<file path="src/design/psm_pkg.sv">
// constants and types for the panel status and mode logic
package psm_pkg;

  // ------------------------------------------------------------
  // register byte offsets
  // ------------------------------------------------------------
  localparam logic [7:0] ADDR_SPEED_MATCH = 8'h00;
  localparam logic [7:0] ADDR_POS_DONE = 8'h04;
  localparam logic [7:0] ADDR_ROT_SPEED = 8'h08;
  localparam logic [7:0] ADDR_PARAM = 8'h0c;
  localparam logic [7:0] ADDR_STATUS = 8'h10;

  // ------------------------------------------------------------
  // values after reset
  // ------------------------------------------------------------
  localparam logic [15:0] RST_SPEED_MATCH = 16'h000a;
  localparam logic [15:0] RST_POS_DONE = 16'h000a;
  localparam logic [15:0] RST_ROT_SPEED = 16'h0014;
  localparam logic [15:0] RST_PARAM = 16'h0000;

  // ------------------------------------------------------------
  // fixed limits
  // ------------------------------------------------------------
  localparam logic [7:0] TORQUE_REF_PCT = 8'h0a;
  localparam logic [15:0] PARAM_MIN = 16'h0000;
  localparam logic [15:0] PARAM_MAX = 16'hffff;

  // ------------------------------------------------------------
  // status register fields
  // ------------------------------------------------------------
  localparam int STS_MODE_LSB = 0;
  localparam int STS_EDIT_BIT = 4;
  localparam int STS_BITS_LSB = 8;
  localparam int STS_CODE_LSB = 16;
  localparam int STS_ALARM_BIT = 24;

  // ------------------------------------------------------------
  // indicator bit positions
  // ------------------------------------------------------------
  localparam int IND_MATCH = 0;
  localparam int IND_BASE_BLOCK = 1;
  localparam int IND_CTRL_POWER = 2;
  localparam int IND_REF = 3;
  localparam int IND_TORQUE_CLR = 4;
  localparam int IND_POWER_READY = 5;
  localparam int IND_ROTATION = 6;

  // ------------------------------------------------------------
  // status codes
  // ------------------------------------------------------------
  localparam logic [7:0] CODE_BASEBLOCK = 8'hb0;
  localparam logic [7:0] CODE_RUN = 8'hc0;
  localparam logic [7:0] CODE_FWD_PROHIBIT = 8'hf0;
  localparam logic [7:0] CODE_REV_PROHIBIT = 8'he0;

  // ------------------------------------------------------------
  // control modes and bus answers
  // ------------------------------------------------------------
  localparam logic [1:0] CTRL_SPEED = 2'h0;
  localparam logic [1:0] CTRL_TORQUE = 2'h1;
  localparam logic [1:0] CTRL_POSITION = 2'h2;
  localparam logic [1:0] RESP_OKAY = 2'h0;
  localparam logic [1:0] RESP_DECERR = 2'h3;

  // ------------------------------------------------------------
  // synchronised pin indices
  // ------------------------------------------------------------
  localparam int PIN_COUNT = 7;
  localparam int PIN_MODE = 0;
  localparam int PIN_ENTER = 1;
  localparam int PIN_INC = 2;
  localparam int PIN_DEC = 3;
  localparam int PIN_ALM_CLR = 4;
  localparam int PIN_FWD = 5;
  localparam int PIN_REV = 6;

  typedef enum logic [3:0] {
    MODE_STATUS = 4'h1,
    MODE_PARAM = 4'h2,
    MODE_MONITOR = 4'h4,
    MODE_UTILITY = 4'h8
  } psm_mode_t;

endpackage : psm_pkg

</file>
<file path="src/design/psm_panel.sv">
// front-panel mode, editing, alarm clear and status display logic
`timescale 1ns/10ps

// Notes on behaviour
// [RL1] each mode key press outside editing steps to the next basic mode
// [RL2] order: status, parameter, monitor, utility, then back to status
// [RL3] status display mode is entered out of reset
// [RL4] enter key in status display mode clears the pending alarm
// [RL5] alarm clear input clears the pending alarm like the enter key
// [RL6] mode key while editing saves the value and leaves editing
// [RL7] while editing, increment adds one step, decrement subtracts one
// [RL8] control mode selects speed/torque or position indicator meanings
// [RL9] speed match lights at error up to threshold; always lit in torque
// [RL10] position done lights when position error is below threshold
// [RL11] base block indicator lit while blocked, dark at servo on
// [RL12] control power indicator follows the control power status
// [RL13] speed reference indicator lit above rotation threshold
// [RL14] reference pulse indicator lit while pulses arrive
// [RL15] torque reference indicator lit above ten percent rated torque
// [RL16] clear indicator follows the error counter clear signal
// [RL17] power ready lit only while main power is on and normal
// [RL18] rotation indicator lit when motor speed exceeds rotation threshold
// [RL19] code shows run at servo on, baseblock at servo off
// [RL20] forward or reverse prohibited code while that limit input is off
// [RL21] a pending alarm shows its number instead of the normal codes
module psm_panel (
  input wire logic aclk,
  input wire logic aresetn,
  input wire logic [7:0] s_axi_awaddr,
  input wire logic s_axi_awvalid,
  output logic s_axi_awready,
  input wire logic [31:0] s_axi_wdata,
  input wire logic [3:0] s_axi_wstrb,
  input wire logic s_axi_wvalid,
  output logic s_axi_wready,
  output logic [1:0] s_axi_bresp,
  output logic s_axi_bvalid,
  input wire logic s_axi_bready,
  input wire logic [7:0] s_axi_araddr,
  input wire logic s_axi_arvalid,
  output logic s_axi_arready,
  output logic [31:0] s_axi_rdata,
  output logic [1:0] s_axi_rresp,
  output logic s_axi_rvalid,
  input wire logic s_axi_rready,
  input wire logic mode_key,
  input wire logic enter_key,
  input wire logic increment_key,
  input wire logic decrement_key,
  input wire logic alarm_clear_input,
  input wire logic forward_limit_input,
  input wire logic reverse_limit_input,
  input wire logic [1:0] control_mode,
  input wire logic [15:0] speed_error,
  input wire logic [15:0] position_error,
  input wire logic servo_on,
  input wire logic base_block,
  input wire logic control_power_ok,
  input wire logic [15:0] speed_reference,
  input wire logic [7:0] torque_reference_pct,
  input wire logic reference_pulse_active,
  input wire logic error_clear_active,
  input wire logic main_power_ok,
  input wire logic [15:0] motor_speed,
  input wire logic alarm_pending,
  input wire logic [7:0] alarm_number,
  output logic [3:0] basic_mode,
  output logic editing,
  output logic [15:0] edit_value,
  output logic param_commit,
  output logic alarm_clear,
  output logic [6:0] status_bits,
  output logic [7:0] status_code,
  output logic status_alarm
);

  // ------------------------------------------------------------
  // pin synchronisers and edge detect
  // ------------------------------------------------------------
  logic [psm_pkg::PIN_COUNT-1:0] pin_raw;
  logic [psm_pkg::PIN_COUNT-1:0] meta_q;
  logic [psm_pkg::PIN_COUNT-1:0] sync_q;
  logic [psm_pkg::PIN_COUNT-1:0] prev_q;
  logic [psm_pkg::PIN_COUNT-1:0] rise;

  assign pin_raw = {reverse_limit_input, forward_limit_input, alarm_clear_input,
                    decrement_key, increment_key, enter_key, mode_key};

  genvar gi;
  generate
    for (gi = 0; gi < psm_pkg::PIN_COUNT; gi++) begin : g_sync
      always_ff @(posedge aclk) begin
        if (!aresetn) begin
          meta_q[gi] <= 1'b0;
          sync_q[gi] <= 1'b0;
          prev_q[gi] <= 1'b0;
        end else begin
          meta_q[gi] <= pin_raw[gi];
          sync_q[gi] <= meta_q[gi];
          prev_q[gi] <= sync_q[gi];
        end
      end
      assign rise[gi] = sync_q[gi] & ~prev_q[gi];
    end
  endgenerate

  wire mode_press = rise[psm_pkg::PIN_MODE];
  wire enter_press = rise[psm_pkg::PIN_ENTER];
  wire inc_press = rise[psm_pkg::PIN_INC];
  wire dec_press = rise[psm_pkg::PIN_DEC];
  wire alm_clr_press = rise[psm_pkg::PIN_ALM_CLR];
  wire fwd_ok = sync_q[psm_pkg::PIN_FWD];
  wire rev_ok = sync_q[psm_pkg::PIN_REV];

  // ------------------------------------------------------------
  // basic mode sequencer
  // ------------------------------------------------------------
  psm_pkg::psm_mode_t mode_q;
  psm_pkg::psm_mode_t mode_step;
  psm_pkg::psm_mode_t mode_d;
  logic edit_q;
  logic edit_d;
  logic [15:0] edit_val_q;
  logic [15:0] edit_val_d;
  logic commit_q;
  logic clear_q;
  logic [15:0] param_q;

  always_comb begin
    case (mode_q)
      psm_pkg::MODE_STATUS: mode_step = psm_pkg::MODE_PARAM; // RL2
      psm_pkg::MODE_PARAM: mode_step = psm_pkg::MODE_MONITOR; // RL2
      psm_pkg::MODE_MONITOR: mode_step = psm_pkg::MODE_UTILITY; // RL2
      psm_pkg::MODE_UTILITY: mode_step = psm_pkg::MODE_STATUS; // RL2
      default: mode_step = psm_pkg::MODE_STATUS;
    endcase
  end

  // a mode press while editing is spent on saving, so the mode stays put
  wire save_press = mode_press & edit_q;
  wire in_status = (mode_q == psm_pkg::MODE_STATUS);
  wire in_param = (mode_q == psm_pkg::MODE_PARAM);

  always_comb begin
    mode_d = mode_q;
    if (mode_press && !edit_q) begin
      mode_d = mode_step; // RL1
    end
  end

  always_ff @(posedge aclk) begin
    if (!aresetn) begin
      mode_q <= psm_pkg::MODE_STATUS; // RL3
    end else begin
      mode_q <= mode_d;
    end
  end

  // ------------------------------------------------------------
  // parameter editing
  // ------------------------------------------------------------
  wire at_max = (edit_val_q == psm_pkg::PARAM_MAX);
  wire at_min = (edit_val_q == psm_pkg::PARAM_MIN);

  always_comb begin
    edit_d = edit_q;
    edit_val_d = edit_val_q;
    if (!edit_q) begin
      if (in_param && enter_press) begin
        edit_d = 1'b1;
        edit_val_d = param_q;
      end
    end else if (save_press || enter_press) begin
      edit_d = 1'b0; // RL6
    end else if (inc_press && !at_max) begin
      edit_val_d = edit_val_q + 16'h0001; // RL7
    end else if (dec_press && !at_min) begin
      edit_val_d = edit_val_q - 16'h0001; // RL7
    end
  end

  always_ff @(posedge aclk) begin
    if (!aresetn) begin
      edit_q <= 1'b0;
      edit_val_q <= psm_pkg::RST_PARAM;
      commit_q <= 1'b0;
    end else begin
      edit_q <= edit_d;
      edit_val_q <= edit_val_d;
      commit_q <= save_press; // RL6
    end
  end

  // ------------------------------------------------------------
  // alarm clear
  // ------------------------------------------------------------
  wire panel_clear = enter_press & in_status & ~edit_q; // RL4

  always_ff @(posedge aclk) begin
    if (!aresetn) begin
      clear_q <= 1'b0;
    end else begin
      clear_q <= panel_clear | alm_clr_press; // RL5
    end
  end

  // ------------------------------------------------------------
  // register file over the AXI4-Lite slave
  // ------------------------------------------------------------
  logic [15:0] spd_thr_q;
  logic [15:0] pos_thr_q;
  logic [15:0] rot_thr_q;
  logic aw_held_q;
  logic w_held_q;
  logic [7:0] awaddr_q;
  logic [31:0] wdata_q;
  logic [3:0] wstrb_q;
  logic bvalid_q;
  logic [1:0] bresp_q;
  logic rvalid_q;
  logic [1:0] rresp_q;
  logic [31:0] rdata_q;
  logic [6:0] bits_q;
  logic [7:0] code_q;
  logic alarm_q;

  function automatic logic [15:0] merge16(input logic [15:0] old, input logic [31:0] data,
                                          input logic [3:0] strb);
    merge16 = {strb[1] ? data[15:8] : old[15:8], strb[0] ? data[7:0] : old[7:0]};
  endfunction : merge16

  function automatic logic hit(input logic [7:0] addr, input logic [7:0] base);
    hit = (addr[7:2] == base[7:2]);
  endfunction : hit

  wire aw_take = s_axi_awvalid & ~aw_held_q & ~bvalid_q;
  wire w_take = s_axi_wvalid & ~w_held_q & ~bvalid_q;
  wire do_write = aw_held_q & w_held_q & ~bvalid_q;
  wire wr_spd = do_write & hit(awaddr_q, psm_pkg::ADDR_SPEED_MATCH);
  wire wr_pos = do_write & hit(awaddr_q, psm_pkg::ADDR_POS_DONE);
  wire wr_rot = do_write & hit(awaddr_q, psm_pkg::ADDR_ROT_SPEED);
  wire wr_par = do_write & hit(awaddr_q, psm_pkg::ADDR_PARAM);
  wire wr_sts = do_write & hit(awaddr_q, psm_pkg::ADDR_STATUS);
  wire wr_ok = wr_spd | wr_pos | wr_rot | wr_par | wr_sts;

  always_ff @(posedge aclk) begin
    if (!aresetn) begin
      aw_held_q <= 1'b0;
      w_held_q <= 1'b0;
      awaddr_q <= 8'h00;
      wdata_q <= 32'h0000_0000;
      wstrb_q <= 4'h0;
    end else begin
      if (aw_take) begin
        aw_held_q <= 1'b1;
        awaddr_q <= s_axi_awaddr;
      end else if (do_write) begin
        aw_held_q <= 1'b0;
      end
      if (w_take) begin
        w_held_q <= 1'b1;
        wdata_q <= s_axi_wdata;
        wstrb_q <= s_axi_wstrb;
      end else if (do_write) begin
        w_held_q <= 1'b0;
      end
    end
  end

  always_ff @(posedge aclk) begin
    if (!aresetn) begin
      bvalid_q <= 1'b0;
      bresp_q <= psm_pkg::RESP_OKAY;
    end else if (do_write) begin
      bvalid_q <= 1'b1;
      bresp_q <= wr_ok ? psm_pkg::RESP_OKAY : psm_pkg::RESP_DECERR;
    end else if (s_axi_bready) begin
      bvalid_q <= 1'b0;
    end
  end

  // the panel save takes priority over a software write in the same cycle
  always_ff @(posedge aclk) begin
    if (!aresetn) begin
      spd_thr_q <= psm_pkg::RST_SPEED_MATCH;
      pos_thr_q <= psm_pkg::RST_POS_DONE;
      rot_thr_q <= psm_pkg::RST_ROT_SPEED;
      param_q <= psm_pkg::RST_PARAM;
    end else begin
      if (wr_spd) spd_thr_q <= merge16(spd_thr_q, wdata_q, wstrb_q);
      if (wr_pos) pos_thr_q <= merge16(pos_thr_q, wdata_q, wstrb_q);
      if (wr_rot) rot_thr_q <= merge16(rot_thr_q, wdata_q, wstrb_q);
      if (save_press) begin
        param_q <= edit_val_q; // RL6
      end else if (wr_par) begin
        param_q <= merge16(param_q, wdata_q, wstrb_q);
      end
    end
  end

  // ------------------------------------------------------------
  // read channel
  // ------------------------------------------------------------
  wire ar_take = s_axi_arvalid & ~rvalid_q;
  wire [31:0] status_word = {7'h00, alarm_q, code_q, 1'b0, bits_q, 3'h0, edit_q, mode_q};
  wire rd_spd = hit(s_axi_araddr, psm_pkg::ADDR_SPEED_MATCH);
  wire rd_pos = hit(s_axi_araddr, psm_pkg::ADDR_POS_DONE);
  wire rd_rot = hit(s_axi_araddr, psm_pkg::ADDR_ROT_SPEED);
  wire rd_par = hit(s_axi_araddr, psm_pkg::ADDR_PARAM);
  wire rd_sts = hit(s_axi_araddr, psm_pkg::ADDR_STATUS);
  wire [31:0] rd_word = rd_spd ? {16'h0000, spd_thr_q} :
                        rd_pos ? {16'h0000, pos_thr_q} :
                        rd_rot ? {16'h0000, rot_thr_q} :
                        rd_par ? {16'h0000, param_q} :
                        rd_sts ? status_word : 32'h0000_0000;
  wire rd_ok = rd_spd | rd_pos | rd_rot | rd_par | rd_sts;

  always_ff @(posedge aclk) begin
    if (!aresetn) begin
      rvalid_q <= 1'b0;
      rresp_q <= psm_pkg::RESP_OKAY;
      rdata_q <= 32'h0000_0000;
    end else if (ar_take) begin
      rvalid_q <= 1'b1;
      rresp_q <= rd_ok ? psm_pkg::RESP_OKAY : psm_pkg::RESP_DECERR;
      rdata_q <= rd_word;
    end else if (s_axi_rready) begin
      rvalid_q <= 1'b0;
    end
  end

  // ------------------------------------------------------------
  // status indicators
  // ------------------------------------------------------------
  wire pos_ctrl = (control_mode == psm_pkg::CTRL_POSITION); // RL8
  wire trq_ctrl = (control_mode == psm_pkg::CTRL_TORQUE);
  wire spd_match = trq_ctrl | (speed_error <= spd_thr_q); // RL9
  wire pos_done = (position_error < pos_thr_q); // RL10
  wire ref_above = (speed_reference > rot_thr_q); // RL13
  wire trq_above = (torque_reference_pct > psm_pkg::TORQUE_REF_PCT); // RL15
  wire rotating = (motor_speed > rot_thr_q); // RL18
  logic [6:0] bits_d;

  always_comb begin
    bits_d = 7'h00;
    bits_d[psm_pkg::IND_MATCH] = pos_ctrl ? pos_done : spd_match; // RL8
    bits_d[psm_pkg::IND_BASE_BLOCK] = base_block & ~servo_on; // RL11
    bits_d[psm_pkg::IND_CTRL_POWER] = control_power_ok; // RL12
    bits_d[psm_pkg::IND_REF] = pos_ctrl ? reference_pulse_active : ref_above; // RL14
    bits_d[psm_pkg::IND_TORQUE_CLR] = pos_ctrl ? error_clear_active : trq_above; // RL16
    bits_d[psm_pkg::IND_POWER_READY] = main_power_ok; // RL17
    bits_d[psm_pkg::IND_ROTATION] = rotating; // RL18
  end

  // ------------------------------------------------------------
  // status code, alarm first, then limits, then run state
  // ------------------------------------------------------------
  wire [7:0] code_d = alarm_pending ? alarm_number : // RL21
                      !fwd_ok ? psm_pkg::CODE_FWD_PROHIBIT : // RL20
                      !rev_ok ? psm_pkg::CODE_REV_PROHIBIT : // RL20
                      servo_on ? psm_pkg::CODE_RUN : psm_pkg::CODE_BASEBLOCK; // RL19

  // indicator registers stay live in every mode so software can always read them; status_bits shows them only in status mode
  always_ff @(posedge aclk) begin
    if (!aresetn) begin
      bits_q <= 7'h00;
      code_q <= psm_pkg::CODE_BASEBLOCK;
      alarm_q <= 1'b0;
    end else begin
      bits_q <= bits_d;
      code_q <= code_d;
      alarm_q <= alarm_pending; // RL21
    end
  end

  // ------------------------------------------------------------
  // outputs
  // ------------------------------------------------------------
  assign s_axi_awready = ~aw_held_q & ~bvalid_q;
  assign s_axi_wready = ~w_held_q & ~bvalid_q;
  assign s_axi_bvalid = bvalid_q;
  assign s_axi_bresp = bresp_q;
  assign s_axi_arready = ~rvalid_q;
  assign s_axi_rvalid = rvalid_q;
  assign s_axi_rresp = rresp_q;
  assign s_axi_rdata = rdata_q;
  assign basic_mode = mode_q;
  assign editing = edit_q;
  assign edit_value = edit_val_q;
  assign param_commit = commit_q;
  assign alarm_clear = clear_q;
  assign status_bits = in_status ? bits_q : 7'h00;
  assign status_code = in_status ? code_q : 8'h00;
  assign status_alarm = in_status & alarm_q;

endmodule : psm_panel

</file>
<file path="config.mk">
export PLATFORM = sky130hd
export DESIGN_NAME = psm_panel
export DESIGN_NICKNAME = d
export VERILOG_FILES = /design/src/design/psm_pkg.sv /design/src/design/psm_panel.sv
export SDC_FILE = /design/constraint.sdc
export NUM_CORES = 1
export LEC_CHECK = 0
export ABC_AREA = 1
export BUFFER_PORTS_ARGS = -buffer_cell sky130_fd_sc_hd__buf_4
export CAP_MARGIN = 20
export CORE_UTILIZATION = 40
export CTS_BUF_LIST = sky130_fd_sc_hd__clkbuf_8
export DETAILED_ROUTE_END_ITERATION = 7
export PLACE_DENSITY = 0.65
export SLEW_MARGIN = 20
export SYNTH_ARGS = -nofsm -noshare
export SYNTH_HDL_FRONTEND = slang
export SYNTH_SLANG_ARGS = --single-unit
</file>
<file path="constraint.sdc">
create_clock -name aclk -period 2.2 [get_ports aclk]
set_clock_uncertainty 0.05 [all_clocks]
set_input_delay 0.22 -clock aclk [delete_from_list [all_inputs] [get_ports aclk]]
set_output_delay 0.22 -clock aclk [all_outputs]
set_load 0.005 [all_outputs]
</file>
Yosys cells after proc, flatten, opt, wreduce, memory -nomap -nowiden
Index checks and enable logic that the tools add are counted.

cells by class
  muxes and demuxes = 36
  magnitude comparators = 5
  shift-type cells = 0
  bitwise gates (word level) = 45
  $mul = 0
  equality and inequality tests = 16
  reduce and logical (&&, ||, !) cells = 28
  div/mod/pow operators = 0
  add/subtract/negate cells = 2

operators by type and width
  kind                   number
  $mux 25                5
  $mux 16                7
  $gt 16x16->1           2
  $mux 8                 4
  $mux 7                 4
  $and 1x1->1            24
  $eq 6x2->1 const B     4
  $add 16x1->16 const B  1
  $eq 16x16->1 const B   1
  $le 16x16->1           1
  $logic_not 16->1       1
  $lt 16x16->1           1
  $reduce_and 2->1       8
  $reduce_bool 2->1      8
  $sub 16x1->16 const B  1
  $mux 1                 13
  $eq 6x1->1 const B     2
  $eq 6x3->1 const B     2
  $logic_not 6->1        2
  $pmux 4 s3             1
  $not 1->1              11
  $or 1x1->1             10
  $gt 8x4->1 const B     1
  $eq 4x1->1 const B     1
  11 further kinds       17

storage, ports and cells
  latch bits = 0
  memory bits (writable) = 0
  memories = 0
  register bits = 188
  memory bits (read-only) = 0

Depth between registers and ports, before layout
  depth in word-level cells = 8
  mapped depth = 17

Worst setup path after synthesis
OpenSTA, ideal clock, no wires.

  path kind = register to register
  start point = register edit_val_q[11], in the netlist edit_value[11]
  end point = register edit_val_q[10], in the netlist edit_value[10]
  arrival = 2241 ps
  path buffers = 0
  required time = 2014 ps
  stages on the path, launching flop included = 17
  path slack = -227 ps
  cell sequence = dfxtp_1 nand2_1 nor2_1 nand2_1 o21ai_4 inv_1 fa_1 inv_1 nand3_1 nand2_1 nand2_1 nand2_1 nand3_1 nand3_1 nand3_1 nand2_1 a21oi_2

between the ends
  longest elaborated chain between the ends = 6
  elaborated cells on any way between the ends = 11
  those cells by class = eq/ne: 2; mux: 3; reduce/logical: 6

RTL lines
  what                    RTL line          source
  from (decl)             psm_panel.sv:123  logic [15:0] edit_val_q;
  from (signal assigned)  psm_panel.sv:185  edit_val_q <= psm_pkg::RST_PARAM;
  from (signal assigned)  psm_panel.sv:189  edit_val_q <= edit_val_d;
  $eq 16x16->1            psm_panel.sv:162  wire at_max = (edit_val_q == psm_pkg::PARAM_MAX);
  $logic_not 1->1         psm_panel.sv:175  end else if (inc_press && !at_max) begin
  $logic_and 1x1->1       psm_panel.sv:175
  $mux 16                 psm_panel.sv:175
  $mux 16                 psm_panel.sv:173  end else if (save_press || enter_press) begin
  $mux 16                 psm_panel.sv:168  if (!edit_q) begin

Several ways; a longest one is shown, not always the timed one. The select of a mux whose other input is x is not followed.
A chain may end at the register's enable or synchronous reset.

Worst setup path after layout
  start point = register edit_val_q[6], in the netlist edit_value[6]
  end point = register edit_val_q[15], in the netlist edit_value[15]

between the ends
  longest elaborated chain between the ends = 6
  elaborated cells on any way between the ends = 14
  those cells by class = add/sub: 2; eq/ne: 2; mux: 4; reduce/logical: 6

RTL lines
  what
  branches (longest 6 deep; another with $sub 16x1->16)

Parallel ways; which one is timed is not known. The select of a mux whose other input is x is not followed.

==> impl_metrics.prom <==
# TYPE chip_impl_metric gauge
chip_impl_info{name="run_status",value="finished, violations left"} 1
chip_impl_info{name="failed_checks",value="setup timing"} 1
chip_impl_metric{name="finalSetupTns",unit="ns"} -0.400
chip_impl_metric{name="r2r_cells",unit=""} 17
chip_impl_metric{name="number_of_antenna_violations_at_the_first_check_in_global_routing",unit=""} 1
chip_impl_metric{name="finalHoldViolations",unit=""} 0
chip_impl_info{name="timing.setup.critical_path_class",value="flop to flop"} 1
chip_impl_metric{name="placed_area",unit="mm^2"} 0.0117
chip_impl_metric{name="stdcell_count",unit=""} 1958
chip_impl_metric{name="tightestPinTransition",unit="ns"} 0.586
chip_impl_metric{name="drive_above_1_share",unit="%"} 22.8
chip_impl_metric{name="final-seq-area",unit="mm^2"} 0.00357
chip_impl_metric{name="fraction_of_registers_with_async_set_reset",unit="%"} 0
chip_impl_info{name="cts_tree",value="done"} 1
chip_impl_metric{name="clk_pin_slew_worst_paths",unit="ns"} 0.09
chip_impl_metric{name="cts-buffers-inserted",unit=""} 17
chip_impl_metric{name="muxShareOfSynthArea",unit="%"} 0
chip_impl_metric{name="routed_wire_length_per_instance",unit="um"} 15.1
chip_impl_metric{name="globalplace.congestion",unit=""} 0.897
chip_impl_info{name="grt_setup_unrepaired",value="true"} 1
chip_impl_metric{name="whs_path_depth",unit=""} 3
chip_impl_metric{name="synthToLayoutAreaGrowth",unit="%"} 33.9
chip_impl_metric{name="finalInstanceArea",unit="mm^2"} 0.0128
chip_impl_info{name="critical_path.endpoint_type",value="flop"} 1
chip_impl_metric{name="postCtsSetupBuffers",unit=""} 0
chip_impl_metric{name="cap_viol_max_count",unit=""} 0
chip_impl_metric{name="route.antenna.remaining_nets",unit=""} 0
chip_impl_metric{name="leakage",unit="nW"} 5.92
chip_impl_metric{name="synth_sequential_area_ratio",unit="%"} 37.1
chip_impl_info{name="worst_hold_path_type",value="input port to flop"} 1
chip_impl_metric{name="grt_usage",unit="%"} 24.5
chip_impl_metric{name="yosys.cell_types.count",unit=""} 50
chip_impl_metric{name="synth_fa_ha_area_share",unit="%"} 10.4
chip_impl_metric{name="n_fill_cell",unit=""} 2236
chip_impl_metric{name="route.vias.total",unit=""} 9744
chip_impl_metric{name="number_of_global_route_vias_before_repair",unit=""} 9159
chip_impl_metric{name="dp_cells",unit=""} 1873
chip_impl_metric{name="ys_ff_latch",unit=""} 177
chip_impl_metric{name="port_buffers",unit=""} 205
chip_impl_metric{name="h_tree_lvl_count",unit=""} 4
chip_impl_info{name="dominant_combinational_cell_family_by_area_after_synthesis",value="compound AO/OA/AOI/OAI gates"} 1
chip_impl_metric{name="rows",unit=""} 56
chip_impl_metric{name="maximum_root_to_sink_buffer_count",unit=""} 2
chip_impl_metric{name="vdd_ir_drop_max",unit="uV"} 430
chip_impl_metric{name="synth-compound-area-share",unit="%"} 21.9
chip_impl_info{name="synthFlopType",value="sky130_fd_sc_hd__dfxtp_1"} 1
chip_impl_info{name="clock_root_buffer",value="sky130_fd_sc_hd__clkbuf_8"} 1
chip_impl_metric{name="fin_ws",unit="ns"} -0.0847
chip_impl_metric{name="floorplan.initialDensity",unit="%"} 40.7
chip_impl_metric{name="die_w",unit="um"} 157
chip_impl_metric{name="cellPowerDensity",unit="mW/mm^2"} 543
chip_impl_metric{name="grt_first_pass_wirelength",unit="um"} 46500
chip_impl_metric{name="drt_first_iter_violations",unit=""} 697
chip_impl_metric{name="floorplan.die.height",unit="um"} 157
chip_impl_metric{name="synth-simple-area-share",unit="%"} 18.9
chip_impl_metric{name="timing.fmax",unit="MHz"} 438
chip_impl_metric{name="final-max-slew-violation-count",unit=""} 0
chip_impl_metric{name="total_i_o_pin_count",unit=""} 235
chip_impl_metric{name="report.final.setup_viol",unit=""} 7
chip_impl_metric{name="synthesis.yosys.warnings",unit=""} 0
chip_impl_metric{name="synth_enable_flop_cells",unit=""} 0
chip_impl_metric{name="postRouteWirelength",unit="um"} 29600
chip_impl_metric{name="cp_data_arrival_time",unit="ns"} 2.65
chip_impl_metric{name="synthesis.area",unit="mm^2"} 0.00955
chip_impl_metric{name="cp_data_required_time",unit="ns"} 2.56
chip_impl_metric{name="detail_route.first_pass.iterations",unit=""} 5
chip_impl_metric{name="detailedPlacementHpwl",unit="um"} 22600
chip_impl_metric{name="period_needed",unit="ns"} 2.28
chip_impl_metric{name="floorplan.die_area",unit="mm^2"} 0.0245
chip_impl_metric{name="multi_input_comb_area",unit="mm^2"} 0.00508
chip_impl_metric{name="detail_route.vias_per_cell",unit=""} 4.98
chip_impl_metric{name="yosys.area_share.xor_xnor",unit="%"} 0.275
chip_impl_metric{name="post_synth_inst_count",unit=""} 1341
chip_impl_info{name="timing.critical_path.from_type",value="flop"} 1
chip_impl_metric{name="final_nets",unit=""} 1858
chip_impl_metric{name="numClockSinks",unit=""} 177
chip_impl_metric{name="worst_slew_margin_rel",unit="%"} 60.9
chip_impl_metric{name="grt_max_degree",unit=""} 105
chip_impl_metric{name="timing.critical_path.fanout_max",unit=""} 17
chip_impl_metric{name="clk-insertion-delay-late",unit="ns"} 0.48
chip_impl_metric{name="grt_overflow",unit=""} 0
chip_impl_metric{name="core-area",unit="mm^2"} 0.0235
chip_impl_metric{name="remaining_drc_errors",unit=""} 0
chip_impl_metric{name="syn_area_per_cell",unit="um^2"} 7.12
chip_impl_metric{name="fin_crit_sh",unit="%"} 104
## worst max-delay path, cell delays in order (launching register included)
cell and delay [ns]:
sky130_fd_sc_hd__dfxtp_4 0.36, sky130_fd_sc_hd__nand2_2 0.04, sky130_fd_sc_hd__nor2_1 0.11, sky130_fd_sc_hd__nand2_1 0.11, sky130_fd_sc_hd__o21ai_4 0.18, sky130_fd_sc_hd__buf_12 0.17, sky130_fd_sc_hd__ha_2 0.31, sky130_fd_sc_hd__nand2_1 0.07
sky130_fd_sc_hd__inv_1 0.06, sky130_fd_sc_hd__nand2_1 0.08, sky130_fd_sc_hd__nand2_1 0.08, sky130_fd_sc_hd__a21oi_1 0.13, sky130_fd_sc_hd__nand2_1 0.09, sky130_fd_sc_hd__inv_1 0.07, sky130_fd_sc_hd__nand2_1 0.06, sky130_fd_sc_hd__nand3_1 0.08
sky130_fd_sc_hd__nand2_1 0.07, sky130_fd_sc_hd__a21oi_2 0.10
## synth_stat cells (2+ instances only)
| cell | number | share of area [%] |
|---|---|---|
| sky130_fd_sc_hd__nor3_1 | 7 | 0.37 |
| sky130_fd_sc_hd__buf_1 | 4 | 0.16 |
| sky130_fd_sc_hd__inv_2 | 4 | 0.16 |
| sky130_fd_sc_hd__o211ai_1 | 3 | 0.24 |
| sky130_fd_sc_hd__dfxtp_1 | 177 | 37 |
| sky130_fd_sc_hd__buf_4 | 15 | 1.2 |
| sky130_fd_sc_hd__o22ai_1 | 5 | 0.33 |
| sky130_fd_sc_hd__nand3b_1 | 3 | 0.24 |
| sky130_fd_sc_hd__ha_1 | 78 | 10 |
| sky130_fd_sc_hd__o21ai_2 | 3 | 0.28 |
| sky130_fd_sc_hd__clkinv_1 | 2 | 0.079 |
| sky130_fd_sc_hd__a41oi_1 | 13 | 1.2 |
| sky130_fd_sc_hd__o21a_1 | 2 | 0.16 |
| sky130_fd_sc_hd__a211oi_1 | 2 | 0.16 |
| sky130_fd_sc_hd__nand3_1 | 43 | 2.3 |
| sky130_fd_sc_hd__o211ai_2 | 4 | 0.52 |
| sky130_fd_sc_hd__a31oi_1 | 10 | 0.65 |
| sky130_fd_sc_hd__o21ai_0 | 131 | 6.9 |
| sky130_fd_sc_hd__a21oi_1 | 178 | 9.3 |
| sky130_fd_sc_hd__inv_1 | 199 | 7.8 |
| sky130_fd_sc_hd__or2_2 | 3 | 0.20 |
| sky130_fd_sc_hd__buf_2 | 9 | 0.47 |
| sky130_fd_sc_hd__nand2_1 | 249 | 9.8 |
| sky130_fd_sc_hd__o21ai_1 | 15 | 0.79 |
| sky130_fd_sc_hd__buf_6 | 5 | 0.59 |
| sky130_fd_sc_hd__nor4_1 | 2 | 0.13 |
| sky130_fd_sc_hd__nor2_1 | 114 | 4.5 |
| sky130_fd_sc_hd__nand4_1 | 8 | 0.52 |
| sky130_fd_sc_hd__a21oi_2 | 7 | 0.64 |
| sky130_fd_sc_hd__clkbuf_1 | 23 | 0.90 |
| sky130_fd_sc_hd__or2_1 | 2 | 0.13 |
| sky130_fd_sc_hd__o21bai_1 | 2 | 0.16 |
| sky130_fd_sc_hd__xor2_1 | 2 | 0.18 |
## flip-flops by register name, summed over array words and instances (netlist names), 2 cells and up
register / cells
sync_q: 5
edit_value: 16
meta_q: 7
wdata_q: 16
param_q: 16
spd_thr_q: 16
code_q: 8
prev_q: 5
s_axi_rdata: 25
basic_mode: 4
bits_q: 7
rot_thr_q: 16
awaddr_q: 6
wstrb_q: 2
pos_thr_q: 16
## cells in the final DEF, fill, tap and decap left out, types with 5 or more instances in the layout
master and instances:
sky130_fd_sc_hd__a21oi_1 170, sky130_fd_sc_hd__a21oi_2 15, sky130_fd_sc_hd__a31oi_1 10, sky130_fd_sc_hd__a41oi_1 13
sky130_fd_sc_hd__buf_4 258, sky130_fd_sc_hd__clkbuf_8 17, sky130_fd_sc_hd__conb_1 7, sky130_fd_sc_hd__dfxtp_1 162
sky130_fd_sc_hd__dfxtp_2 13, sky130_fd_sc_hd__dlygate4sd3_1 51, sky130_fd_sc_hd__ha_1 75, sky130_fd_sc_hd__inv_1 198
sky130_fd_sc_hd__inv_2 7, sky130_fd_sc_hd__nand2_1 238, sky130_fd_sc_hd__nand2_2 11, sky130_fd_sc_hd__nand3_1 40
sky130_fd_sc_hd__nand4_1 8, sky130_fd_sc_hd__nor2_1 113, sky130_fd_sc_hd__nor3_1 6, sky130_fd_sc_hd__o21ai_0 129
sky130_fd_sc_hd__o21ai_1 17, sky130_fd_sc_hd__o22ai_1 5
## logic make-up (layout without fill, tap and decap cells)
family | after synthesis | after routing
adders and majority gates | 79 | 79
buffers and inverters | 261 | 551
DFF | 177 | 177
xor gates and xnor gates | 3 | 3
and+or+nand+nor | 440 | 440
other | 1 | 9
AOI/OAI and AO/OA | 380 | 380
## metrics by stage
step | utilization (%) | setup slack (ns) | total power, mW | hold slack, ns
finish | 54.5 | -0.0847 | 6.94 | 0.0155
global route | 54.5 | -0.304 | 7.24 | 0.0116
CTS | 54.2 | -0.0728 | 6.95 | 0.00310
detailed placement | 49.9 | -0.0904 | 4.40 | 0.345
global placement | 49.9 | -0.0549 | 4.38 | 0.340
floorplan | - | -0.107 | 3.93 | 0.242
## layout make-up
| type | count | area share, % |
|---|---|---|
| flip-flops and latches | 177 | 27.9 |
| repair buffers | 314 | 19.8 |
| inverters | 205 | 6.01 |
| diodes | 2 | 0.0391 |
| well taps | 319 | 3.12 |
| clock inverters | 15 | 1.62 |
| multi-input cells | 909 | 39.7 |
| clock buffers | 17 | 1.83 |
## final timing paths
path | start | to | slack, ns
worst max-delay path | edit_value[6] | edit_value[15] | -0.08
worst min register to register | meta_q[6] | rev_ok | 0.37
worst max register to register | edit_value[6] | edit_value[15] | -0.08
worst min-delay path | s_axi_wdata[15] | wdata_q[15] | 0.02
## layer usage
layer	wire length, um	GRT usage [%]	vias up
li1	-	-	4960
met1	13600	32.3	4442
met2	13700	40.5	281
met3	1410	3.38	61
met4	959	9.20	0
met5	0	0	-
## what timing repair did
item	in CTS	in global routing
hold buffers	51	0
hold endpoints to repair	45	0
gates resized for setup	15	21
endpoints found under the setup margin	26	30
## where the power goes
part	switching [mW]	internal (mW)	leakage [nW]
Sequential	0.0868	3.31	1.45
Combinational	0.515	0.516	4.24
Clock	1.26	1.26	0.221
Total	1.86	5.08	5.92
Power figures use the tool's default switching activity.
